**src/shared/meter_pkg.sv**
```systemverilog
// constants and types shared by the configuration and mode register block
// How it works
// - configuration bit 0 turns the digital integrator on for all current inputs
// - configuration bit 3 exchanges voltage and current channel results
// - configuration bit 4 forces voltage converter outputs to their grounded value
// - configuration bit 5 forces current converter outputs to their grounded value
// - configuration bit 6 set enables fast port, its clock drives shared pin
// - configuration bit 6 clear disables fast port, third pulse drives shared pin
// - writing one to configuration bit 7 starts a software reset
// - bits 9:8 pick voltage for phase A current: A, B, C
// - bits 11:10 pick voltage for phase B current: B, C, A
// - bits 13:12 pick voltage for phase C current: C, A, B
// - routing code 11 behaves like 00, own phase voltage
// - mode bits 1:0 pick line period source phase: A, B, C
// - period source code 11 behaves like 00, phase A
// - mode bits 2, 3, 4 include phases A, B, C in peak detection
// - zero crossings of every selected phase count toward the peak cycle count
// - reserved bits of both registers have no effect
package meter_pkg;
    // ==========================================
    // register map
    localparam logic [15:0] CFG_ADDR = 16'he618;
    localparam logic [15:0] MODE_ADDR = 16'he700;
    localparam logic [15:0] CFG_RESET = 16'h0000;
    localparam logic [7:0] MODE_RESET = 8'h1c;
    localparam logic [15:0] CFG_USED_MASK = 16'h3ff9;
    localparam logic [7:0] MODE_USED_MASK = 8'h1f;
    // ==========================================
    // field positions
    localparam int INTEG_BIT = 0;
    localparam int SWAP_BIT = 3;
    localparam int VGND_BIT = 4;
    localparam int IGND_BIT = 5;
    localparam int FAST_BIT = 6;
    localparam int SRST_BIT = 7;
    localparam int VFA_LSB = 8;
    localparam int VFB_LSB = 10;
    localparam int VFC_LSB = 12;
    localparam int PER_LSB = 0;
    localparam int PEAK_LSB = 2;
    // ==========================================
    // timing
    localparam int CLK_MHZ = 40;
    localparam int SRST_TIME_NS = 500;
    localparam int SRST_CYCLES = (SRST_TIME_NS * CLK_MHZ + 999) / 1000;
    // ==========================================
    // types
    typedef enum logic [1:0] {
        PH_A = 2'b00,
        PH_B = 2'b01,
        PH_C = 2'b10
    } phase_t;
    typedef enum logic [1:0] {
        SR_IDLE = 2'b00,
        SR_HOLD = 2'b01,
        SR_DONE = 2'b10
    } srst_state_t;
endpackage

```
**src/shared/phase_bus_if.sv**
```systemverilog
// three-phase voltage words handed from the register block to the routers
`timescale 1ns/1ps
interface phase_bus_if #(parameter int W = 24);
    logic [2:0][W-1:0] volt;
    modport src (output volt);
    modport sink (input volt);
endinterface

```
**src/design/meter_config_mode_registers.sv**
```systemverilog
// configuration and measurement-mode registers with the controls they steer
`timescale 1ns/1ps
module meter_config_mode_registers
    import meter_pkg::*;
#(
    parameter int W = 24,
    parameter logic [W-1:0] GROUND_CODE = '0,
    parameter int PEAK_W = 8,
    parameter int SRST_LEN = SRST_CYCLES
) (
    input wire logic sys_clk,
    input wire logic reset,
    input wire logic ce,
    input wire logic [15:0] addr,
    input wire logic [15:0] wrData,
    input wire logic wrStrobe,
    input wire logic rdStrobe,
    output logic [15:0] rdData_r,
    input wire logic [2:0][W-1:0] voltIn,
    input wire logic [2:0][W-1:0] currIn,
    input wire logic [2:0] zeroCross,
    input wire logic [PEAK_W-1:0] peakCycles,
    input wire logic thirdPulseIn,
    input wire logic fastClkIn,
    output logic integratorOn_r,
    output logic voltAdcGround_r,
    output logic currentAdcGround_r,
    output logic fastPortOn_r,
    output logic sharedPin_r,
    output logic softReset_r,
    output logic [2:0][W-1:0] voltResult_r,
    output logic [2:0][W-1:0] currResult_r,
    output logic [2:0][W-1:0] voltForCurrent_r,
    output logic [W-1:0] periodVolt_r,
    output logic [2:0] peakPhaseSelect_r,
    output logic peakWindowEnd_r
);
    // ==========================================
    // declarations
    logic [15:0] cfg_r, cfg_nxt;
    logic [7:0] mode_r, mode_nxt;
    logic [15:0] rdData_nxt;
    logic cfgHit;
    logic modeHit;
    logic srStart;
    logic srBusy;
    logic srDone;
    logic [2:0][W-1:0] vAdc;
    logic [2:0][W-1:0] iAdc;
    logic [2:0][W-1:0] voltResult_nxt;
    logic [2:0][W-1:0] currResult_nxt;
    logic sharedPin_nxt;
    logic [2:0] peakHits;
    logic [1:0] hitCount;
    logic [PEAK_W:0] peakSum;
    logic [PEAK_W-1:0] peakCnt_r, peakCnt_nxt;
    logic peakWindowEnd_nxt;

    phase_bus_if #(.W(W)) vbus ();

    // ==========================================
    // register access
    always_comb begin
        cfgHit = (addr == CFG_ADDR);
        modeHit = (addr == MODE_ADDR);
        srStart = ce && wrStrobe && cfgHit && wrData[SRST_BIT] && !srBusy && !srDone;
    end

    always_comb begin
        cfg_nxt = cfg_r;
        mode_nxt = mode_r;
        rdData_nxt = 16'h0000;
        if (ce) begin
            if (srDone) begin
                cfg_nxt = CFG_RESET;
                mode_nxt = MODE_RESET;
            end else if (wrStrobe && !srBusy) begin
                if (cfgHit) begin
                    cfg_nxt = wrData & CFG_USED_MASK;
                end
                if (modeHit) begin
                    mode_nxt = wrData[7:0] & MODE_USED_MASK;
                end
            end
            if (rdStrobe) begin
                if (cfgHit) begin
                    rdData_nxt = cfg_r;
                end else if (modeHit) begin
                    rdData_nxt = {8'h00, mode_r};
                end
            end
        end else begin
            rdData_nxt = rdData_r;
        end
    end

    always_ff @(posedge sys_clk) begin
        if (reset) begin
            cfg_r <= CFG_RESET;
            mode_r <= MODE_RESET;
            rdData_r <= 16'h0000;
        end else begin
            cfg_r <= cfg_nxt;
            mode_r <= mode_nxt;
            rdData_r <= rdData_nxt;
        end
    end

    soft_reset_seq #(
        .CYCLES(SRST_LEN)
    ) u_srst (
        .sys_clk(sys_clk),
        .reset(reset),
        .ce(ce),
        .start(srStart),
        .busy_r(srBusy),
        .done_r(srDone)
    );

    // ==========================================
    // control outputs
    always_ff @(posedge sys_clk) begin
        if (reset) begin
            integratorOn_r <= 1'b0;
            voltAdcGround_r <= 1'b0;
            currentAdcGround_r <= 1'b0;
            fastPortOn_r <= 1'b0;
            softReset_r <= 1'b0;
            peakPhaseSelect_r <= MODE_RESET[PEAK_LSB +: 3];
        end else if (ce) begin
            integratorOn_r <= cfg_nxt[INTEG_BIT];
            voltAdcGround_r <= cfg_nxt[VGND_BIT];
            currentAdcGround_r <= cfg_nxt[IGND_BIT];
            fastPortOn_r <= cfg_nxt[FAST_BIT];
            softReset_r <= srStart || (srBusy && !srDone);
            peakPhaseSelect_r <= mode_nxt[PEAK_LSB +: 3];
        end
    end

    // ==========================================
    // converter outputs, grounding and swap
    always_comb begin
        for (int k = 0; k < 3; k++) begin
            vAdc[k] = cfg_r[VGND_BIT] ? GROUND_CODE : voltIn[k];
            iAdc[k] = cfg_r[IGND_BIT] ? GROUND_CODE : currIn[k];
        end
        if (!ce) begin
            voltResult_nxt = voltResult_r;
            currResult_nxt = currResult_r;
        end else if (cfg_r[SWAP_BIT]) begin
            voltResult_nxt = iAdc;
            currResult_nxt = vAdc;
        end else begin
            voltResult_nxt = vAdc;
            currResult_nxt = iAdc;
        end
    end

    always_ff @(posedge sys_clk) begin
        if (reset) begin
            voltResult_r <= '0;
            currResult_r <= '0;
        end else begin
            voltResult_r <= voltResult_nxt;
            currResult_r <= currResult_nxt;
        end
    end

    assign vbus.volt = voltResult_r;

    // ==========================================
    // voltage routing into the power path
    for (genvar k = 0; k < 3; k++) begin : g_route
        phase_route_mux #(
            .W(W),
            .BASE(phase_t'(k))
        ) u_mux (
            .sys_clk(sys_clk),
            .reset(reset),
            .ce(ce),
            .bus(vbus.sink),
            .code(cfg_r[VFA_LSB + 2 * k +: 2]),
            .sel_r(voltForCurrent_r[k])
        );
    end

    phase_route_mux #(
        .W(W),
        .BASE(PH_A)
    ) u_period (
        .sys_clk(sys_clk),
        .reset(reset),
        .ce(ce),
        .bus(vbus.sink),
        .code(mode_r[PER_LSB +: 2]),
        .sel_r(periodVolt_r)
    );

    // ==========================================
    // shared pulse / fast clock pin
    always_comb begin
        if (!ce) begin
            sharedPin_nxt = sharedPin_r;
        end else if (cfg_r[FAST_BIT]) begin
            sharedPin_nxt = fastClkIn;
        end else begin
            sharedPin_nxt = thirdPulseIn;
        end
    end

    always_ff @(posedge sys_clk) begin
        if (reset) begin
            sharedPin_r <= 1'b0;
        end else begin
            sharedPin_r <= sharedPin_nxt;
        end
    end

    // ==========================================
    // peak window: crossings on every selected phase count
    always_comb begin
        peakHits = zeroCross & mode_r[PEAK_LSB +: 3];
        hitCount = {1'b0, peakHits[0]} + {1'b0, peakHits[1]} + {1'b0, peakHits[2]};
        peakSum = {1'b0, peakCnt_r} + {{(PEAK_W - 1){1'b0}}, hitCount};
        peakCnt_nxt = peakCnt_r;
        peakWindowEnd_nxt = 1'b0;
        if (ce) begin
            if (peakCycles != '0 && peakSum >= {1'b0, peakCycles}) begin
                peakCnt_nxt = '0;
                peakWindowEnd_nxt = 1'b1;
            end else begin
                peakCnt_nxt = peakSum[PEAK_W-1:0];
            end
        end else begin
            peakWindowEnd_nxt = peakWindowEnd_r;
        end
    end

    always_ff @(posedge sys_clk) begin
        if (reset) begin
            peakCnt_r <= '0;
            peakWindowEnd_r <= 1'b0;
        end else begin
            peakCnt_r <= peakCnt_nxt;
            peakWindowEnd_r <= peakWindowEnd_nxt;
        end
    end
endmodule // meter_config_mode_registers

```
**src/design/phase_route_mux.sv**
```systemverilog
// one-of-three phase voltage selector with reserved code folded to base phase
`timescale 1ns/1ps
module phase_route_mux
    import meter_pkg::*;
#(
    parameter int W = 24,
    parameter phase_t BASE = PH_A
) (
    input wire logic sys_clk,
    input wire logic reset,
    input wire logic ce,
    phase_bus_if.sink bus,
    input wire logic [1:0] code,
    output logic [W-1:0] sel_r
);
    logic [1:0] step;
    logic [2:0] sum;
    logic [1:0] idx;
    logic [W-1:0] sel_nxt;

    always_comb begin
        step = (code == 2'b11) ? 2'b00 : code;
        sum = {1'b0, BASE} + {1'b0, step};
        idx = (sum >= 3'd3) ? 2'(sum - 3'd3) : sum[1:0];
        sel_nxt = ce ? bus.volt[idx] : sel_r;
    end

    always_ff @(posedge sys_clk) begin
        if (reset) begin
            sel_r <= '0;
        end else begin
            sel_r <= sel_nxt;
        end
    end
endmodule // phase_route_mux

```
**src/design/soft_reset_seq.sv**
```systemverilog
// software reset sequencer: holds busy for a fixed span, then pulses done
`timescale 1ns/1ps
module soft_reset_seq
    import meter_pkg::*;
#(
    parameter int CYCLES = SRST_CYCLES
) (
    input wire logic sys_clk,
    input wire logic reset,
    input wire logic ce,
    input wire logic start,
    output logic busy_r,
    output logic done_r
);
    localparam int CW = $clog2(CYCLES + 1);
    srst_state_t state_r, state_nxt;
    logic [CW-1:0] cnt_r, cnt_nxt;

    always_comb begin
        state_nxt = state_r;
        cnt_nxt = cnt_r;
        if (ce) begin
            unique case (state_r)
                SR_IDLE: begin
                    if (start) begin
                        state_nxt = SR_HOLD;
                        cnt_nxt = CW'(CYCLES - 1);
                    end
                end
                SR_HOLD: begin
                    if (cnt_r == '0) begin
                        state_nxt = SR_DONE;
                    end else begin
                        cnt_nxt = cnt_r - 1'b1;
                    end
                end
                SR_DONE: state_nxt = SR_IDLE;
                default: state_nxt = SR_IDLE;
            endcase
        end
    end

    always_ff @(posedge sys_clk) begin
        if (reset) begin
            state_r <= SR_IDLE;
            cnt_r <= '0;
            busy_r <= 1'b0;
            done_r <= 1'b0;
        end else begin
            state_r <= state_nxt;
            cnt_r <= cnt_nxt;
            busy_r <= (state_nxt == SR_HOLD);
            done_r <= (state_nxt == SR_DONE);
        end
    end
endmodule // soft_reset_seq

```
**config.mk**
```make
export PLATFORM = sky130hd
export DESIGN_NAME = meter_config_mode_registers
export DESIGN_NICKNAME = d
export VERILOG_FILES = /design/src/shared/meter_pkg.sv /design/src/shared/phase_bus_if.sv /design/src/design/meter_config_mode_registers.sv /design/src/design/phase_route_mux.sv /design/src/design/soft_reset_seq.sv
export SDC_FILE = /design/constraint.sdc
export NUM_CORES = 1
export LEC_CHECK = 0
export ABC_AREA = 1
export BUFFER_PORTS_ARGS = -buffer_cell sky130_fd_sc_hd__buf_4
export CORE_ASPECT_RATIO = 0.75
export CORE_MARGIN = 2
export CORE_UTILIZATION = 47
export CTS_BUF_LIST = sky130_fd_sc_hd__clkbuf_16
export DETAILED_ROUTE_END_ITERATION = 6
export PLACE_DENSITY = 0.75
export SETUP_SLACK_MARGIN = 0.02
export SKIP_CTS_REPAIR_TIMING = 1
export SYNTH_ARGS = -nofsm -noshare
export SYNTH_HDL_FRONTEND = slang
export SYNTH_SLANG_ARGS = --single-unit
export TNS_END_PERCENT = 50
```
**constraint.sdc**
```tcl
create_clock -name sys_clk -period 3.15 [get_ports sys_clk]
set_input_delay 0.315 -clock sys_clk [delete_from_list [all_inputs] [get_ports sys_clk]]
set_output_delay 0.315 -clock sys_clk [all_outputs]
set_load 0.03 [all_outputs]
```
==> summary.md, run 1 <==
| Metric | Value |
|---|---|
| Outcome | `complete, but fails checks` |
| Failing checks | `hold timing, setup timing` |
| Layout cell share with drive strength beyond 1 | `23.69%` |
| #FFs+latches synth | `299` |
| First-pass GRT wire length | `88,160 µm` |
| Combinational share of power | `18.0%` |
| Row count | `56` |
| PortBufs | `457` |
| Met3 usage in global routing | `7.890%` |
| Mapped Area | `0.01499 mm²` |
| Clk Tree Root Cell | `clkbuf_16` |
| Initial Util | `47.85%` |
| Layout area overhead | `30.92%` |
| Initial antenna violation count | `0` |
| GR Overflow Total | `0` |
| Ant diodes | `0` |
| Vert. Die Dim | `158.6 µm` |
| Syn Inst Count | `2,100` |
| Sw power | `2.974 mW` |
| Multi-input logic area | `0.007377 mm²` |
| Fin area | `0.01962 mm²` |
| Total die area | `0.03335 mm²` |
| Internal Power | `6.974 mW` |
| DRT iter0 DRCs | `2,035` |
| Post-synthesis cell type count | `32` |
| Seq/Total Area, Yosys | `39.94%` |
| Final Core Density | `62.64%` |
| Minimum clock period | `3.240 ns` |
| WP buf/inv | `5` |
| Core area | `0.03132 mm²` |
| CTS tree | `yes` |
| H-tree depth | `1` |
| Avg WL per Cell | `20.78 µm` |
| Final WL | `59,300 µm` |
| Cell mode on critical path | `inv_2` |
| Clk network pwr share | `38.7%` |
| Nets | `2,635` |
| Reg clk slew, reported paths | `0.06 ns` |
| Fin Hold WS | `-0.001518 ns` |
| Critical-path maximum fanout | `5` |
| Hpwl dp | `41,950 µm` |
| Slew headroom | `28.72%` |
| Crit path setup slack, layout | `-0.09048 ns` |
| # IOs | `460` |
| Power Density | `507.0 mW/mm²` |
| Post-synth EDFFs | `0` |
| Fillers | `2,830` |
| Worst VDD drop | `0.4641 mV` |
| Syn_nets | `2,309` |
| Synth warn | `0` |
| Place WS | `-0.3972 ns` |
| CP Capture Type | `register` |
| Fmax | `308.6 MHz` |
| Max incr delay on CP | `0.50 ns` |
| Skew-Pair Late Insertion Delay | `0.57 ns` |
| Die W | `210.2 µm` |
| Final Hold Fails | `1` |
| Critical-path cell with the highest stage delay | `fa_1` |
| Async SR Flop Fraction | `0%` |
| Sequential Power Share | `43.4%` |
| Via/cell ratio | `5.888` |
| Largest net degree at the start of global routing | `266` |
| CTS Sinks | `299` |
| Slew Limit Fails | `0` |
| Tcrit/Tclk final | `102.9%` |
| Global-route usage over all layers | `34.04%` |
| CP cell instances | `nand2_2 -> inv_2 -> fa_1 -> ha_2 -> inv_2 -> fa_2 -> inv_2 -> nand2_4 -> nor2_4 -> nand3_2 -> xor2_2 -> inv_2 -> ha_4 -> nand2_1 -> inv_1 -> nand3_1 -> nor2_1 -> nor2_1 -> nand3_2 -> nand2_4 -> nand3_2 -> nand2_2` |
| GPL Wtd Cong | `0.9146` |
| Area of placed instances | `0.01847 mm²` |
| Crit path max-delay family | `adder cells` |
| Type of the worst setup path | `reg -> reg` |
| Max-cap violation count | `0` |
| Main flop type after synthesis | `dfxtp_1` |
| WP data required | `3.67 ns` |
| Post-DRT Antenna Nets | `0` |
| Residual DRC | `0` |
| Arr. time, crit path | `3.76 ns` |
| Post-route setup TNS | `-0.4933 ns` |
| RSZ-0062 raised after global routing | `yes` |
| Vias in the first global route | `14,878` |
| Sequential Area | `0.005992 mm²` |
| Bufs on Longest Clock Path | `3` |
| P_leak | `9.503 nW` |
| Total CTS buffers | `31` |
| Vias | `16,803` |
| Net Sw Frac | `29.90%` |
| CP Launch Type | `register` |
| Hold/Removal Path Class | `in -> reg` |
| DRT Pass-1 Iters | `6` |
| Least-Margin Pin Slew | `1.068 ns` |
| Met1 GRT Util | `48.75%` |
| Busiest grt layer | `met2` |
| Layout Skew | `0.01073 ns` |
| Synth Area per Inst | `7.137 µm²` |
| GRT met2 Usage | `49.84%` |
| Final setup viols | `9` |
-- cells by family (layout without fill, tap and decap cells) --
| kind of cell | after synthesis | after routing | share of synthesized area, % |
|---|---|---|---|
| xor+xnor | 6 | 6 | 0.3506 |
| fa+ha+maj | 15 | 15 | 1.353 |
| flops | 299 | 299 | 39.94 |
| buf+inv | 453 | 800 | 11.68 |
| simple gates | 790 | 791 | 24.34 |
| compound gates | 537 | 537 | 22.33 |
-- final cells by class --
class	count	area share, %
Sequential cell	299	30.54
Clock buffer	31	3.954
Timing Repair Buffer	484	18.94
Multi-Input combinational cell	1349	37.60
Inverter	261	5.057
Tap cell	406	2.589
Clock inverter	24	1.320
-- stage by stage --
stage	power [mW]	instances
after floorplan	5.272	2100
after global placement	6.102	2797
after detailed placement	6.135	2797
after CTS	9.942	2852
after global routing	10.29	2854
final	9.948	2854
-- registers in the layout, summed over array words and instances, names as in the netlist, 2 cells and up --
name                 count
g_route.u_mux.sel_r     72
rdData_r                15
cfg_r                   12
u_srst.cnt_r             5
currResult_r            72
voltResult_r            72
u_srst.state_r           2
peakPhaseSelect_r        3
peakCnt_r                8
u_period.sel_r          24
mode_r                   5
-- cell usage in the layout, fill, tap and decap left out, types with 8 or more instances in the layout --
master     Yosys  final
clkbuf_16      0     31
nand3_1      454    447
nor2_1        49     44
buf_4          1    477
o211ai_1     201    201
a21oi_1       63     62
a31oi_1       97     97
ha_1          13     10
nor2_2         4      8
dfxtp_1      299    296
inv_1        258    256
nand2_1      262    256
o21ai_0      160    159
-- cells in the mapped netlist, types with 3 or more instances --
cell / number / area share (%)
o21ai_0: 160 / 5.3
ha_1: 13 / 1.1
nor2_1: 49 / 1.2
clkbuf_1: 136 / 3.4
a21oi_1: 63 / 2.1
o31ai_1: 6 / 0.30
buf_2: 37 / 1.2
inv_1: 258 / 6.5
nand4_1: 4 / 0.17
buf_1: 18 / 0.45
nand2_2: 3 / 0.13
nor2_2: 4 / 0.17
nor3_1: 3 / 0.10
xor2_1: 4 / 0.23
dfxtp_1: 299 / 40
nand3_1: 454 / 15
nand2_1: 262 / 6.6
o211ai_1: 201 / 10
a22oi_1: 7 / 0.35
a31oi_1: 97 / 4.0
nor4_1: 4 / 0.17
-- power groups by stage --
stage                     Clock (mW)  Combinational, mW  Sequential, mW
after floorplan                    0              0.605            4.67
after global placement             0               1.73            4.37
after detailed placement           0               1.76            4.38
after CTS                       3.88               1.76            4.30
after global routing            4.04               1.92            4.33
final                           3.85               1.79            4.31
-- path summary, 6_finish.rpt --
kind | start | to | slack (ns) | cells past startpoint
setup / recovery | mode_r[3] | peakCnt_r[3] | -0.09 | 22
hold / removal | wrData[8] | cfg_r[8] | -0.002 | 3
setup reg to reg | mode_r[3] | peakCnt_r[3] | -0.09 | 22
hold reg to reg | rdData_r[5] | rdData_r[5] | 0.46 | 2
-- worst reg2reg max path, stage by stage, from the launching register on --
cell     delay [ns]
dfxtp_2        0.32
nand2_2        0.05
inv_2          0.03
fa_1           0.50
ha_2           0.18
inv_2          0.04
fa_2           0.36
inv_2          0.08
nand2_4        0.06
nor2_4         0.12
nand3_2        0.09
xor2_2         0.19
inv_2          0.07
ha_4           0.25
nand2_1        0.06
inv_1          0.05
nand3_1        0.08
nor2_1         0.04
nor2_1         0.14
nand3_2        0.15
nand2_4        0.15
nand3_2        0.08
nand2_2        0.09
-- routing by layer --
layer	routed length [µm]	up-vias	share of wire (%)
met5	0	-	0
met4	2120	0	3.6
met3	6454	125	11
met2	24960	920	42
met1	25760	7820	43
li1	-	7938	-
(Power assumes the default switching activity.)
==> run 2, diff against run 1 <==
--- a/config.mk
+++ b/config.mk
@@ -14,7 +14,6 @@
 export DETAILED_ROUTE_END_ITERATION = 6
 export PLACE_DENSITY = 0.75
 export SETUP_SLACK_MARGIN = 0.02
-export SKIP_CTS_REPAIR_TIMING = 1
 export SYNTH_ARGS = -nofsm -noshare
 export SYNTH_HDL_FRONTEND = slang
 export SYNTH_SLANG_ARGS = --single-unit
==> summary.md, run 2 (synthesis results as in run 1) <==
| Metric | Value |
|---|---|
| Initial Util | `47.85% (unchanged)` |
| Worst VDD drop | `0.4691 mV (+1.1%)` |
| Fmax | `308.6 MHz (about the same)` |
| Internal Power | `6.977 mW (about the same)` |
| Critical path origin | `mode_r[3]` |
| Hpwl dp | `41,950 µm (unchanged)` |
| Die W | `210.2 µm (unchanged)` |
| Initial antenna violation count | `0 (unchanged)` |
| Nets | `2,646 (+0.42%)` |
| Bufs on Longest Clock Path | `3 (unchanged)` |
| CP Capture Type | `register` |
| Layout Skew | `0.01392 ns (+0.003188 ns)` |
| Worst R2R Setup Slack | `-0.09 ns (about the same)` |
| Area of placed instances | `0.01847 mm² (unchanged)` |
| Failing checks | `setup timing` |
| Leading cell type in the layout, fill and taps excluded | `buf_4` |
| Reg2reg start | `mode_r[3]` |
| Net Sw Frac | `29.95% (+0.047 points)` |
| Sequential Power Share | `43.3% (about the same)` |
| Critical Path Sink | `peakCnt_r[3]` |
| CP Launch Type | `register` |
| Final Core Density | `63.04% (+0.39 points)` |
| Post-DRT Antenna Nets | `0 (unchanged)` |
| Global-route usage over all layers | `34.17% (+0.14 points)` |
| Hold/Removal Path Class | `in -> reg` |
| Slew headroom | `27.65% (-1.1 points)` |
| Layout area overhead | `31.73%` |
| Type of the worst setup path | `reg -> reg` |
| Crit path setup slack, layout | `-0.09047 ns (+0.00001530 ns)` |
| Fin Hold WS | `0.01536 ns (+0.01688 ns)` |
| WP data required | `3.67 ns (about the same)` |
| CTS tree | `yes` |
| Outcome | `complete, but fails checks` |
| Fin area | `0.01974 mm² (+0.62%)` |
| Layout cell share with drive strength beyond 1 | `23.95% (+0.26 points)` |
| PortBufs | `457 (unchanged)` |
| Vias | `16,882 (+0.47%)` |
| # IOs | `460 (unchanged)` |
| Power Density | `504.5 mW/mm² (-0.50%)` |
| Total CTS buffers | `31 (unchanged)` |
| Combinational share of power | `18.0% (about the same)` |
| Slew Limit Fails | `0 (unchanged)` |
| Minimum clock period | `3.240 ns (-0.00001530 ns)` |
| DRT Pass-1 Iters | `5 (-1)` |
| Max-cap violation count | `0 (unchanged)` |
| RSZ-0062 raised after global routing | `yes` |
| Largest net degree at the start of global routing | `266 (unchanged)` |
| Avg WL per Cell | `20.76 µm (about the same)` |
| Post-route setup TNS | `-0.6161 ns (-0.1228 ns)` |
| Hold Crit Depth | `3 (unchanged)` |
| Critical R2R Capture | `peakCnt_r[3]` |
| Clk Tree Root Cell | `clkbuf_16` |
| GR Overflow Total | `0 (unchanged)` |
| Final WL | `59,480 µm (+0.32%)` |
| H-tree depth | `1 (unchanged)` |
| DRT iter0 DRCs | `1,984 (-2.5%)` |
| Residual DRC | `0 (unchanged)` |
| Skew-Pair Late Insertion Delay | `0.57 ns (about the same)` |
| Vert. Die Dim | `158.6 µm (unchanged)` |
| Critical-path maximum fanout | `5 (unchanged)` |
| Final Hold Fails | `0 (-1)` |
| Ant diodes | `0 (unchanged)` |
| Arr. time, crit path | `3.76 ns (about the same)` |
| Vias in the first global route | `14,981 (+0.69%)` |
| Total die area | `0.03335 mm² (unchanged)` |
| Core area | `0.03132 mm² (unchanged)` |
| P_leak | `9.565 nW (+0.65%)` |
| Row count | `56 (unchanged)` |
| Reg clk slew, reported paths | `0.06 ns (about the same)` |
| Least-Margin Pin Slew | `1.085 ns (+0.01715 ns)` |
| Clk network pwr share | `38.6% (about the same)` |
| Biggest regs | `currResult_r: 72 flops, g_route.u_mux.sel_r: 72 flops, voltResult_r: 72 flops` |
| GPL Wtd Cong | `0.9146 (unchanged)` |
| Via/cell ratio | `5.892 (about the same)` |
| CTS Sinks | `299 (unchanged)` |
| Highest-count cells in the layout ignoring fill and taps | `buf_4 (484), nand3_1 (447), dfxtp_1 (296)` |
| Worst R2R Path Depth | `21 (-4.5%)` |
| Final setup viols | `9 (unchanged)` |
| Sw power | `2.983 mW (+0.28%)` |
| First-pass GRT wire length | `88,570 µm (+0.46%)` |
| Tcrit/Tclk final | `102.9% (about the same)` |
## run 2: power by group through the flow
| stage | logic [mW] | clock network, mW | registers, mW |
|---|---|---|---|
| 2_1_floorplan | 0.605 | 0 | 4.67 |
| 3_3_place_gp | 1.73 | 0 | 4.37 |
| 4_1_cts | 1.77 | 3.88 | 4.30 |
| 5_1_grt | 1.93 | 4.04 | 4.33 |
| 3_5_place_dp | 1.76 | 0 | 4.38 |
| 6_report | 1.80 | 3.85 | 4.31 |
## run 2: worst max-delay path: stages, from the launching register on
cell	delay [ns]
dfxtp_2	0.32
nand2_2	0.05
inv_2	0.03
fa_1	0.50
ha_2	0.18
inv_2	0.04
fa_2	0.36
inv_2	0.08
nand2_4	0.06
buf_4	0.14
o21ai_1	0.16
o21ai_2	0.08
inv_1	0.10
ha_4	0.21
a21oi_1	0.13
o21a_1	0.13
nor2_1	0.04
nor2_1	0.13
nand3_2	0.14
nand2_4	0.14
nand3_2	0.08
nand2_2	0.07
## run 2: worst min path at each step
stage / start / to / slack, ns
3_3_place_gp: rdData_r[0] / rdData_r[0] / 0.44
2_1_floorplan: mode_r[1] / mode_r[1] / 0.44
6_report: wrData[10] / cfg_r[10] / 0.02
5_1_grt: wrData[1] / mode_r[1] / 0.03
3_5_place_dp: rdData_r[5] / rdData_r[5] / 0.44
4_1_cts: wrData[10] / cfg_r[10] / 0.0003
## run 2: cell type report
| cell class | instances | area [µm²] |
|---|---|---|
| sequential | 299 | 5992 |
| inverter | 261 | 992.2 |
| timing repair buffer | 495 | 3809 |
| fill | 2823 | 11580 |
| clock inverter | 24 | 259.0 |
| clock buffer | 31 | 775.7 |
| tap | 406 | 508.0 |
| multi-input combinational | 1349 | 7407 |
## run 2: what timing repair did
item / 4_1_cts / 5_1_grt
setup endpoints to repair: 9 / 9
cloned: 1 / 0
endpoints found under the hold margin: 4 / 0
pin swaps: 6 / 10
hold buffers: 4 / 0
setup buffers: 5 / 3
resized for setup: 8 / 26
## run 2: metrics by stage
| step | cells | total power [mW] | worst slack [ns] |
|---|---|---|---|
| final | 2865 | 9.960 | -0.09047 |
| after floorplan | 2100 | 5.272 | 0.03257 |
| after CTS | 2862 | 9.953 | -0.01754 |
| after global placement | 2797 | 6.102 | -0.3127 |
| after global routing | 2865 | 10.30 | -0.2523 |
| after detailed placement | 2797 | 6.135 | -0.3972 |
## run 2: routing by layer
| layer | GRT usage [%] | wire length (µm) | share of wire [%] |
|---|---|---|---|
| met1 | 48.96 | 25990 | 44 |
| met2 | 50.20 | 25170 | 42 |
| met3 | 7.771 | 6254 | 11 |
| met4 | 12.19 | 2060 | 3.5 |
| met5 | 0 | 0 | 0 |
